**config.mk**
```make
export PLATFORM = sky130hd
export DESIGN_NAME = core_register_set
export DESIGN_NICKNAME = d
export VERILOG_FILES = /design/src/core_regs_pkg.sv /design/src/core_register_set.sv
export SDC_FILE = /design/constraint.sdc
export NUM_CORES = 2
export LEC_CHECK = 0
export ABC_AREA = 1
export CAP_MARGIN = 30
export CORE_ASPECT_RATIO = 1.75
export CORE_MARGIN = 3
export CORE_UTILIZATION = 30
export CTS_CLUSTER_DIAMETER = 40
export CTS_CLUSTER_SIZE = 16
export DETAILED_ROUTE_END_ITERATION = 12
export DONT_BUFFER_PORTS = 1
export GPL_ROUTABILITY_DRIVEN = 0
export PLACE_DENSITY = 0.46
export SLEW_MARGIN = 0
export SYNTH_ARGS = -nofsm -noshare
export SYNTH_HDL_FRONTEND = slang
export SYNTH_SLANG_ARGS = --single-unit
```
**constraint.sdc**
```tcl
create_clock -name clk -period 3.39 [get_ports clk]
set_clock_uncertainty 0.05 [all_clocks]
set_input_delay 0 -clock clk [delete_from_list [all_inputs] [get_ports clk]]
set_output_delay 0 -clock clk [all_outputs]
set_load 0.005 [all_outputs]
```
**src/core_regs_pkg.sv**
```systemverilog
// Shared constants and carriers for the core architectural register set.
// Assumes a single core clock and an instruction sequencer outside this block.
package core_regs_pkg;

  // Special register addresses
  localparam logic [7:0] ADDR_STACK = 8'h81;       // Stack top pointer
  localparam logic [7:0] ADDR_PTR_LOW = 8'h82;     // Memory pointer low byte
  localparam logic [7:0] ADDR_PTR_HIGH = 8'h83;    // Memory pointer high byte
  localparam logic [7:0] ADDR_PROG_CTRL = 8'h87;   // Core program control
  localparam logic [7:0] ADDR_PTR_SEL = 8'hA7;     // Active pointer select
  localparam logic [7:0] ADDR_POWER_CTRL = 8'hC5;  // Power control
  localparam logic [7:0] ADDR_FLAGS = 8'hD0;       // Status flags word
  localparam logic [7:0] ADDR_ACCUM = 8'hE0;       // Main operand register
  localparam logic [7:0] ADDR_MULAUX = 8'hF0;      // Multiply auxiliary register

  // Status flags word bit positions
  localparam int FLAG_CARRY = 7;
  localparam int FLAG_AUX = 6;
  localparam int FLAG_USER0 = 5;
  localparam int FLAG_BANK_HI = 4;
  localparam int FLAG_BANK_LO = 3;
  localparam int FLAG_OVF = 2;
  localparam int FLAG_USER1 = 1;
  localparam int FLAG_PARITY = 0;

  // Reset values
  localparam logic [15:0] RST_PC = 16'h0000;
  localparam logic [7:0] RST_STACK = 8'h07;
  localparam logic [7:0] RST_BYTE = 8'h00;
  localparam logic [7:0] RST_OPCODE = 8'h00;
  localparam logic [15:0] RST_PTR = 16'h0000;

  // Execution cycle counts per operand kind
  localparam logic [1:0] CYC_BANK_OP = 2'h1;   // Accumulator with bank register
  localparam logic [1:0] CYC_OTHER_OP = 2'h2;  // Accumulator with literal or RAM byte

  // Storage sizes
  localparam int BANK_BYTES = 32;
  localparam int EXTENDED_RAM_BYTES = 256;

  // Stack operation request
  typedef enum logic [1:0] {STK_NONE, STK_PUSH, STK_POP} stack_op_t;

  // Program counter request
  typedef enum logic [1:0] {PC_HOLD, PC_STEP, PC_LOAD} pc_op_t;

  // Byte-wide special register access
  typedef struct packed {
    logic wr;
    logic rd;
    logic [7:0] addr;
    logic [7:0] wdata;
  } sfr_req_t;

  // Single-bit special register access
  typedef struct packed {
    logic wr;
    logic [7:0] addr;
    logic [2:0] pos;
    logic val;
  } bit_req_t;

  // Arithmetic outcome from the ALU
  typedef struct packed {
    logic upd;
    logic carry;
    logic aux;
    logic ovf;
  } alu_flags_t;

endpackage : core_regs_pkg

```
**src/core_register_set.sv**
```systemverilog
// Architectural register set of a single-cycle 8-bit controller core.
// Assumes the sequencer drives one request of each kind per cycle and
// that only on-chip code and data storage exist.
// Function
// - Program counter holds next fetch address, reset zero
// - Counter advances by instruction length one to three
// - Counter changed only by stepping, call, jump
// - Opcode latch holds current opcode, not software visible
// - Four banks of eight registers in low RAM
// - Bank operand one cycle, literal or RAM two
// - Bank chosen by two bits in flags word
// - Parity flag tracks accumulator continuously
// - Auxiliary register holds multiply/divide second operand
// - Carry, aux carry, overflow record ALU outcome
// - Flags word is bit addressable
// - Memory pointer usable as 16 or two 8-bit
// - Main and shadow pointers, active one used
// - Push increments pointer then writes
// - Pop reads then decrements pointer
// - Calls, returns, interrupts use stack for return address
// - Stack lives in extended RAM, zero is start
// - Program control register is byte access only
// - No external code or data memory path
// - Stack pointer resets to seven
// - Bank bits decode binary zero to three
`timescale 1ns/1ps

module core_register_set
(
  // Clock and reset
  input wire logic clk,
  input wire logic rstn,
  // Program flow
  input wire core_regs_pkg::pc_op_t pc_op,
  input wire logic [1:0] instr_len,
  input wire logic [15:0] pc_target,
  input wire logic opcode_load,
  input wire logic [7:0] opcode_in,
  input wire logic [1:0] instr_kind,
  // Special register access
  input wire core_regs_pkg::sfr_req_t sfr_req,
  input wire core_regs_pkg::bit_req_t bit_req,
  // Accumulator and arithmetic results
  input wire logic acc_wr,
  input wire logic [7:0] acc_wdata,
  input wire core_regs_pkg::alu_flags_t alu_flags,
  input wire logic muldiv_wr,
  input wire logic [7:0] muldiv_aux_res,
  // Working register bank access
  input wire logic bank_wr,
  input wire logic [2:0] bank_idx,
  input wire logic [7:0] bank_wdata,
  // Stack and pointer use
  input wire core_regs_pkg::stack_op_t stack_op,
  input wire logic [7:0] stack_wdata,
  input wire logic ptr_inc,
  // Outputs
  output logic [15:0] program_counter,
  output logic [7:0] opcode_latch,
  output logic [7:0] sfr_rdata,
  output logic [7:0] bank_rdata,
  output logic [7:0] stack_rdata,
  output logic [15:0] active_pointer,
  output logic [7:0] muldiv_operand,
  output logic [1:0] exec_cycles
);

  import core_regs_pkg::*;

  ////////////////////////////////////////////////////////////////////////////
  // State
  logic [15:0] pc_q;                       // Next fetch address
  logic [7:0] opc_q;                       // Executing opcode
  logic [7:0] acc_q;                       // Main operand register
  logic [7:0] aux_q;                       // Multiply auxiliary register
  logic [7:0] flags_q;                     // Flags, parity bit unused here
  logic [7:0] sp_q;                        // Stack top pointer
  logic [7:0] prog_ctrl_q;                 // Byte-only control register
  logic [7:0] power_q;                     // Power control byte
  logic [15:0] ptr_q [2];                  // Main and shadow pointers
  logic ptr_sel_q;                         // Active pointer index
  logic [7:0] bank_mem [BANK_BYTES];       // Four banks of eight bytes
  logic [7:0] extended_ram [EXTENDED_RAM_BYTES];           // Stack storage
  logic [7:0] sfr_rdata_q;
  logic [7:0] bank_rdata_q;
  logic [7:0] stack_rdata_q;
  logic [1:0] cycles_q;
  logic parity;
  logic [1:0] bank_no;
  logic [4:0] bank_addr;
  logic [7:0] sp_inc;
  logic [7:0] flags_view;
  logic [15:0] ptr_d [2]; // Pointer next state
  logic ptr_sel_d; // Pointer select next state
  logic [15:0] act_ptr_q; // Registered copy of the active pointer

  // Parity is even across accumulator plus flag, so it is the xor
  assign parity = ^acc_q;
  // Bank bits form a binary bank number
  assign bank_no = {flags_q[FLAG_BANK_HI], flags_q[FLAG_BANK_LO]};
  assign bank_addr = {bank_no, bank_idx};
  assign sp_inc = 8'(sp_q + 8'h01);
  assign flags_view = {flags_q[7:1], parity};

  ////////////////////////////////////////////////////////////////////////////
  // Program counter: no software path, only step or branch
  always_ff @(posedge clk or negedge rstn)
  begin
    if (!rstn)
      pc_q <= RST_PC;
    else
      case (pc_op)
        PC_STEP: pc_q <= 16'(pc_q + {14'h0000, instr_len});
        PC_LOAD: pc_q <= pc_target;
        default: pc_q <= pc_q;
      endcase
  end

  // Opcode latch, internal only
  always_ff @(posedge clk or negedge rstn)
  begin
    if (!rstn)
      opc_q <= RST_OPCODE;
    else if (opcode_load)
      opc_q <= opcode_in;
  end

  // Cycle count: kind 0 is a bank operand, others literal or RAM
  always_ff @(posedge clk or negedge rstn)
  begin
    if (!rstn)
      cycles_q <= CYC_BANK_OP;
    else
      cycles_q <= (instr_kind == 2'h0) ? CYC_BANK_OP : CYC_OTHER_OP;
  end

  ////////////////////////////////////////////////////////////////////////////
  // Accumulator
  always_ff @(posedge clk or negedge rstn)
  begin
    if (!rstn)
      acc_q <= RST_BYTE;
    else if (acc_wr)
      acc_q <= acc_wdata;
    else if (sfr_req.wr && sfr_req.addr == ADDR_ACCUM)
      acc_q <= sfr_req.wdata;
  end

  // Auxiliary register: multiply result first, else scratch byte
  always_ff @(posedge clk or negedge rstn)
  begin
    if (!rstn)
      aux_q <= RST_BYTE;
    else if (muldiv_wr)
      aux_q <= muldiv_aux_res;
    else if (sfr_req.wr && sfr_req.addr == ADDR_MULAUX)
      aux_q <= sfr_req.wdata;
  end

  // Flags word: byte write beats bit write, ALU outcome wins over both
  always_ff @(posedge clk or negedge rstn)
  begin
    if (!rstn)
      flags_q <= RST_BYTE;
    else
    begin
      if (sfr_req.wr && sfr_req.addr == ADDR_FLAGS)
        flags_q <= sfr_req.wdata;
      else if (bit_req.wr && bit_req.addr == ADDR_FLAGS)
        flags_q[bit_req.pos] <= bit_req.val;
      if (alu_flags.upd)
      begin
        flags_q[FLAG_CARRY] <= alu_flags.carry;
        flags_q[FLAG_AUX] <= alu_flags.aux;
        flags_q[FLAG_OVF] <= alu_flags.ovf;
      end
    end
  end

  // Program and power control: byte writes only, bit writes ignored
  always_ff @(posedge clk or negedge rstn)
  begin
    if (!rstn)
    begin
      prog_ctrl_q <= RST_BYTE;
      power_q <= RST_BYTE;
    end
    else if (sfr_req.wr)
    begin
      if (sfr_req.addr == ADDR_PROG_CTRL)
        prog_ctrl_q <= sfr_req.wdata;
      if (sfr_req.addr == ADDR_POWER_CTRL)
        power_q <= sfr_req.wdata;
    end
  end

  ////////////////////////////////////////////////////////////////////////////
  // Pointer next state; a step in the cycle of a select write hits the old copy
  always_comb
  begin
    ptr_d[0] = ptr_q[0];
    ptr_d[1] = ptr_q[1];
    ptr_sel_d = ptr_sel_q;
    if (sfr_req.wr && sfr_req.addr == ADDR_PTR_SEL)
      ptr_sel_d = sfr_req.wdata[0];
    if (ptr_inc)
      ptr_d[ptr_sel_q] = 16'(ptr_q[ptr_sel_q] + 16'h0001);
    else if (sfr_req.wr && sfr_req.addr == ADDR_PTR_LOW)
      ptr_d[ptr_sel_q][7:0] = sfr_req.wdata;
    else if (sfr_req.wr && sfr_req.addr == ADDR_PTR_HIGH)
      ptr_d[ptr_sel_q][15:8] = sfr_req.wdata;
  end

  // Active copy is taken from the next state, so the output is a flop yet never lags
  always_ff @(posedge clk or negedge rstn)
  begin
    if (!rstn)
    begin
      ptr_q[0] <= RST_PTR;
      ptr_q[1] <= RST_PTR;
      ptr_sel_q <= 1'b0;
      act_ptr_q <= RST_PTR;
    end
    else
    begin
      ptr_q[0] <= ptr_d[0];
      ptr_q[1] <= ptr_d[1];
      ptr_sel_q <= ptr_sel_d;
      act_ptr_q <= ptr_d[ptr_sel_d];
    end
  end

  ////////////////////////////////////////////////////////////////////////////
  // Stack pointer: pre-increment push, post-decrement pop, wraps at 256
  always_ff @(posedge clk or negedge rstn)
  begin
    if (!rstn)
      sp_q <= RST_STACK;
    else if (stack_op == STK_PUSH)
      sp_q <= sp_inc;
    else if (stack_op == STK_POP)
      sp_q <= 8'(sp_q - 8'h01);
    else if (sfr_req.wr && sfr_req.addr == ADDR_STACK)
      sp_q <= sfr_req.wdata;
  end

  // Stack storage in extended RAM; the only data space beyond banks
  always_ff @(posedge clk)
  begin
    if (stack_op == STK_PUSH)
      extended_ram[sp_inc] <= stack_wdata;
  end

  // Pop data taken at the old top before the pointer moves
  always_ff @(posedge clk or negedge rstn)
  begin
    if (!rstn)
      stack_rdata_q <= RST_BYTE;
    else if (stack_op == STK_POP)
      stack_rdata_q <= extended_ram[sp_q];
  end

  ////////////////////////////////////////////////////////////////////////////
  // Working register banks in the low 32 RAM bytes
  always_ff @(posedge clk)
  begin
    if (bank_wr)
      bank_mem[bank_addr] <= bank_wdata;
  end

  // Bank read in the same cycle as the request, registered out
  always_ff @(posedge clk or negedge rstn)
  begin
    if (!rstn)
      bank_rdata_q <= RST_BYTE;
    else
      bank_rdata_q <= bank_mem[bank_addr];
  end

  // Special register read mux; unmapped reads return zero
  always_ff @(posedge clk or negedge rstn)
  begin
    if (!rstn)
      sfr_rdata_q <= RST_BYTE;
    else if (sfr_req.rd)
      case (sfr_req.addr)
        ADDR_ACCUM: sfr_rdata_q <= acc_q;
        ADDR_MULAUX: sfr_rdata_q <= aux_q;
        ADDR_FLAGS: sfr_rdata_q <= flags_view;
        ADDR_STACK: sfr_rdata_q <= sp_q;
        ADDR_PTR_LOW: sfr_rdata_q <= ptr_q[ptr_sel_q][7:0];
        ADDR_PTR_HIGH: sfr_rdata_q <= ptr_q[ptr_sel_q][15:8];
        ADDR_PTR_SEL: sfr_rdata_q <= {7'h00, ptr_sel_q};
        ADDR_PROG_CTRL: sfr_rdata_q <= prog_ctrl_q;
        ADDR_POWER_CTRL: sfr_rdata_q <= power_q;
        default: sfr_rdata_q <= 8'h00;
      endcase
  end

  // Outputs straight from flops
  assign program_counter = pc_q;
  assign opcode_latch = opc_q;
  assign sfr_rdata = sfr_rdata_q;
  assign bank_rdata = bank_rdata_q;
  assign stack_rdata = stack_rdata_q;
  assign active_pointer = act_ptr_q;
  assign muldiv_operand = aux_q;
  assign exec_cycles = cycles_q;

  ////////////////////////////////////////////////////////////////////////////
  // Checks
  a_pc_reset_zero: assert property (@(posedge clk) $rose(rstn) |-> pc_q == 16'h0000)
    else $error("pc not zero after reset");
  a_pc_step_len: assert property (@(posedge clk) disable iff (!rstn)
    pc_op == PC_STEP |=> pc_q == 16'($past(pc_q) + {14'h0000, $past(instr_len)}))
    else $error("pc step wrong");
  a_pc_hold_only: assert property (@(posedge clk) disable iff (!rstn)
    pc_op == PC_HOLD |=> $stable(pc_q))
    else $error("pc moved without request");
  a_push_pre_inc: assert property (@(posedge clk) disable iff (!rstn)
    stack_op == STK_PUSH |=> sp_q == 8'($past(sp_q) + 8'h01))
    else $error("push pointer wrong");
  a_pop_post_dec: assert property (@(posedge clk) disable iff (!rstn)
    stack_op == STK_POP |=> sp_q == 8'($past(sp_q) - 8'h01))
    else $error("pop pointer wrong");
  a_stack_lifo: assert property (@(posedge clk) disable iff (!rstn)
    stack_op == STK_PUSH ##1 stack_op == STK_POP |=> stack_rdata_q == $past(stack_wdata, 2))
    else $error("stack not lifo");
  a_parity_even: assert property (@(posedge clk) disable iff (!rstn)
    (sfr_req.rd && sfr_req.addr == ADDR_FLAGS)
      |=> ^{$past(acc_q), sfr_rdata_q[FLAG_PARITY]} == 1'b0)
    else $error("parity not even");
  a_ctrl_no_bit: assert property (@(posedge clk) disable iff (!rstn)
    (bit_req.wr && !sfr_req.wr) |=> $stable(prog_ctrl_q))
    else $error("control changed by bit write");
  a_cycles_kind: assert property (@(posedge clk) disable iff (!rstn)
    instr_kind == 2'h0 |=> cycles_q == CYC_BANK_OP)
    else $error("bank operand not one cycle");
  a_opcode_load: assert property (@(posedge clk) disable iff (!rstn)
    opcode_load |=> opc_q == $past(opcode_in))
    else $error("opcode not latched");
  a_alu_flags_win: assert property (@(posedge clk) disable iff (!rstn)
    alu_flags.upd |=> flags_q[FLAG_CARRY] == $past(alu_flags.carry)
      && flags_q[FLAG_AUX] == $past(alu_flags.aux)
      && flags_q[FLAG_OVF] == $past(alu_flags.ovf))
    else $error("alu flags lost");
  a_bit_flag_write: assert property (@(posedge clk) disable iff (!rstn)
    (bit_req.wr && bit_req.addr == ADDR_FLAGS && !sfr_req.wr && !alu_flags.upd)
      |=> flags_q[$past(bit_req.pos)] == $past(bit_req.val))
    else $error("flag bit write lost");
  a_ptr_inc_active: assert property (@(posedge clk) disable iff (!rstn)
    (ptr_inc && !(sfr_req.wr && sfr_req.addr == ADDR_PTR_SEL))
      |=> act_ptr_q == 16'($past(act_ptr_q) + 16'h0001))
    else $error("active pointer not stepped");
  a_stack_reset: assert property (@(posedge clk) $rose(rstn) |-> sp_q == 8'h07)
    else $error("stack pointer reset wrong");

endmodule : core_register_set

```
==> flow_summary_export.csv <==
group,metric,value,unit
synthesis,synth.distinct_cells,60,
detailed_routing,first_iter_violations,5113,
synthesis,ys_async_sr_fraction,5.96,%
critical_path,crit_required,3.95,ns
floorplan,initial_core_util,30.2,%
detailed_routing,vias,68500,
clock_tree,clk_latency,0.88,ns
pwr,clockPowerShare,33.3,%
global_routing,grt_first_pass_wirelength,482000,um
pwr,combPwrFrac,19.7,%
synthesis,yosys_warnings,0,
placed_design,place_area,109000,um2
synthesis,syn_nets,9205,
sta,fmax,300,MHz
global_routing,grt_pass1_vias,69800,
finish,multi_input_area,25600,um2
finish,n_fill_cell,33100,
sta,setup_viol,0,
clock_tree,htree_levels,4,
pwr,p_total,72.4,mW
sta,fin_crit_sh,98.3,%
clock_tree,root_buffer,"clkbuf_16",
sta,worst_pin_slew,1.36,ns
sta,fin_crit,3.33,ns
placed_design,port_buffers,0,
floorplan,io_pins,183,
global_routing,grt_antenna_before_repair,13,
synthesis,synth-edff-count,2304,
global_routing,grt_max_degree,257,
critical_path,critPathArrivalTime,3.89,ns
clock_tree,clk_path_buf_depth,4,
finish,area_growth,17.4,%
synthesis,synth_top_area_cell,"edfxtp_1",
floorplan,core,335000,um2
status,violations,"negative hold slack",
floorplan,fp.dieArea,344000,um2
sta,hold_viol,4,
pwr,p_seq_share,47.0,%
detailed_routing,drt-wirelength-per-cell,23.5,um
status,status,"complete, but fails checks",
pwr,netSwitchingFraction,30.9,%
global_routing,grt_use_total,18.8,%
synthesis,yosys.area.top_type_share,68.5,%
critical_path,critPathLaunchType,"flip-flop",
placed_design,hpwl,205000,um
synthesis,ys_seq_elements,2450,
sta,tns,0,ns
detailed_routing,drc,0,
sta,slew_headroom,9.54,%
critical_path,worst_setup_path_end_kind,"flip-flop",
global_routing,grt_overflow,0,
pwr,power_density,611,nW/um2
clock_tree,cts-buffers-inserted,213,
pwr,peakVddDrop,385,uV
finish,fin_nets,9680,
clock_tree,cts_sinks,2450,
finish,drive_gt1_share,9.82,%
synthesis,ys_top_cells_by_area,"edfxtp_1 69%, nand2_1 15%, dfrtp_1 3.5%, a21oi_1 2.3%, nor2_1 1.7%",
flow_run,drv_cap,0,
floorplan,die_y,773,um
finish,area.sequential,72900,um2
sta,whs,-0.0577,ns
synthesis,synth-seq-area-share,72.1,%
finish,final_cell_mix,"4083 x nand2_1, 2304 x edfxtp_1, 459 x nor2_1",
detailed_routing,avgViaCountPerCell,4.86,
synthesis,syn_avg_cell_area,11.1,um2
hold_path,hold_class,"input pin to flip-flop",
critical_path,path_class,"flip-flop to flip-flop",
synthesis,ys.flop_type,"edfxtp_1",
finish,design_area,119000,um2
detailed_routing,dr.pass1.iters,6,
synthesis,syn-instance-count,9083,
floorplan,rows,281,
pwr,leakage,44.2,nW
detailed_routing,wl,331000,um
detailed_routing,ant_nets,0,
floorplan,die_w,445,um
critical_path,cp_max_fo,16,
clock_tree,cts_tree,"built",
clock_tree,clkTransAtPathRegs,0.08,ns
finish,final_common_cell,"nand2_1",
sta,slew_violations,0,
pwr,switching_power,22.4,mW
pwr,p_int,50.1,mW
synthesis,syn_area,101000,um2
==> cells in the mapped netlist (all sizes together) (2+ instances only) <==
cell type and instances:
nand2 4110, edfxtp 2304, nor2 477, a21oi 455
nand3 344, clkbuf 295, buf 198, nand4 169
inv 149, dfrtp 142, a22oi 130, o21ai 102
xor2 29, o22ai 25, o211ai 21, nor3 18
ha 12, o221ai 12, a221oi 10, clkinv 10
mux2 8, nor4 8, o21a 7, or2 7
xnor2 7, a31oi 5, a2111oi 4, dfstp 4
nand3b 4, a211oi 2, a21boi 2, and2 2
o311ai 2
==> kinds of logic (layout without fill, tap and decap cells) <==
logic type	count (synthesis)	count (layout)	share of synthesized area (%)
fa+ha+maj	13	13	0.169
simple gates	5140	5140	20.2
other cells	0	8	0
buf+inv	652	1256	2.62
compound gates	783	783	4.46
flops	2450	2450	72.1
xor+xnor	36	36	0.346
mux	9	9	0.0991
==> power by group through the flow <==
stage	registers [mW]	clock network [mW]	logic, mW
2_1_floorplan	34.4	0	7.51
3_3_place_gp	34.7	0	13.4
3_5_place_dp	34.7	0	13.4
4_1_cts	34.1	24.8	14.4
5_1_grt	34.1	25.7	15.4
6_report	34.1	24.1	14.3
==> flip-flops by register name, indices dropped and copies added, names as in the netlist <==
| name | cells |
|---|---|
| bank_mem | 256 |
| exec_cycles | 2 |
| acc_q | 8 |
| program_counter | 16 |
| prog_ctrl_q | 8 |
| bank_rdata | 8 |
| ptr_q | 32 |
| sfr_rdata | 8 |
| opcode_latch | 8 |
| flags_q | 7 |
| stack_rdata | 8 |
| ptr_sel_q | 1 |
| muldiv_operand | 8 |
| power_q | 8 |
| sp_q | 8 |
| extended_ram | 2048 |
| active_pointer | 16 |
==> final timing paths <==
kind,cells past startpoint,slack [ns],to,startpoint
worst max-delay path,11,0.06,extended_ram[119][3],sp_q[0]
worst min-delay path,6,-0.06,sfr_rdata[5],sfr_req[12]
worst max register to register,11,0.06,extended_ram[119][3],sp_q[0]
worst min register to register,2,0.44,prog_ctrl_q[6],prog_ctrl_q[6]
max in group asynchronous,3,2.21,sp_q[4],rstn
min in group asynchronous,3,0.19,bank_rdata[2],rstn
==> through the flow <==
stage	util [%]	setup slack, ns	hold WS, ns	instances
6_report	35.4	0.0580	-0.0577	14100
5_1_grt	35.4	-0.0177	0.0220	14100
4_1_cts	35.3	0.0402	0.000380	14100
3_5_place_dp	32.6	0.0413	-0.342	13500
3_3_place_gp	32.6	0.00167	-0.342	13500
2_1_floorplan	-	0.596	-0.346	9083
==> repair_timing <==
item / in CTS / in global routing
hold buffers: 228 / 0
hold endpoints to repair: 2828 / 0
resized for setup: 0 / 12
endpoints found under the setup margin: 0 / 32
setup buffers: 0 / 1
==> final cells by class <==
| class | count | area share [%] |
|---|---|---|
| multi-input cells | 5981 | 21.6 |
| inverters | 159 | 0.528 |
| repair buffers | 753 | 6.26 |
| clock buffers | 235 | 4.63 |
| well taps | 4386 | 4.63 |
| clock inverters | 109 | 0.918 |
| flip-flops and latches | 2450 | 61.4 |
| diodes | 8 | 0.0169 |
==> metal layers <==
metal	routed length, um	vias to the layer above	track usage [%]
li1	-	31900	-
met2	178000	1783	35.9
met4	18500	0	9.22
met3	13500	618	2.10
met1	122000	34100	20.4
met5	0	-	0
==> worst max-delay path, stage by stage, from the launching register on <==
cell     delay, ns
dfstp_4       0.71
buf_12        0.19
nand3_4       0.10
nor2_4        0.16
nand3_2       0.10
xor2_2        0.20
inv_2         0.09
nor2_4        0.09
buf_4         0.14
nand2_2       0.45
nor2_1        0.54
buf_4         0.23
No activity file was read; power rests on OpenSTA's default activity.
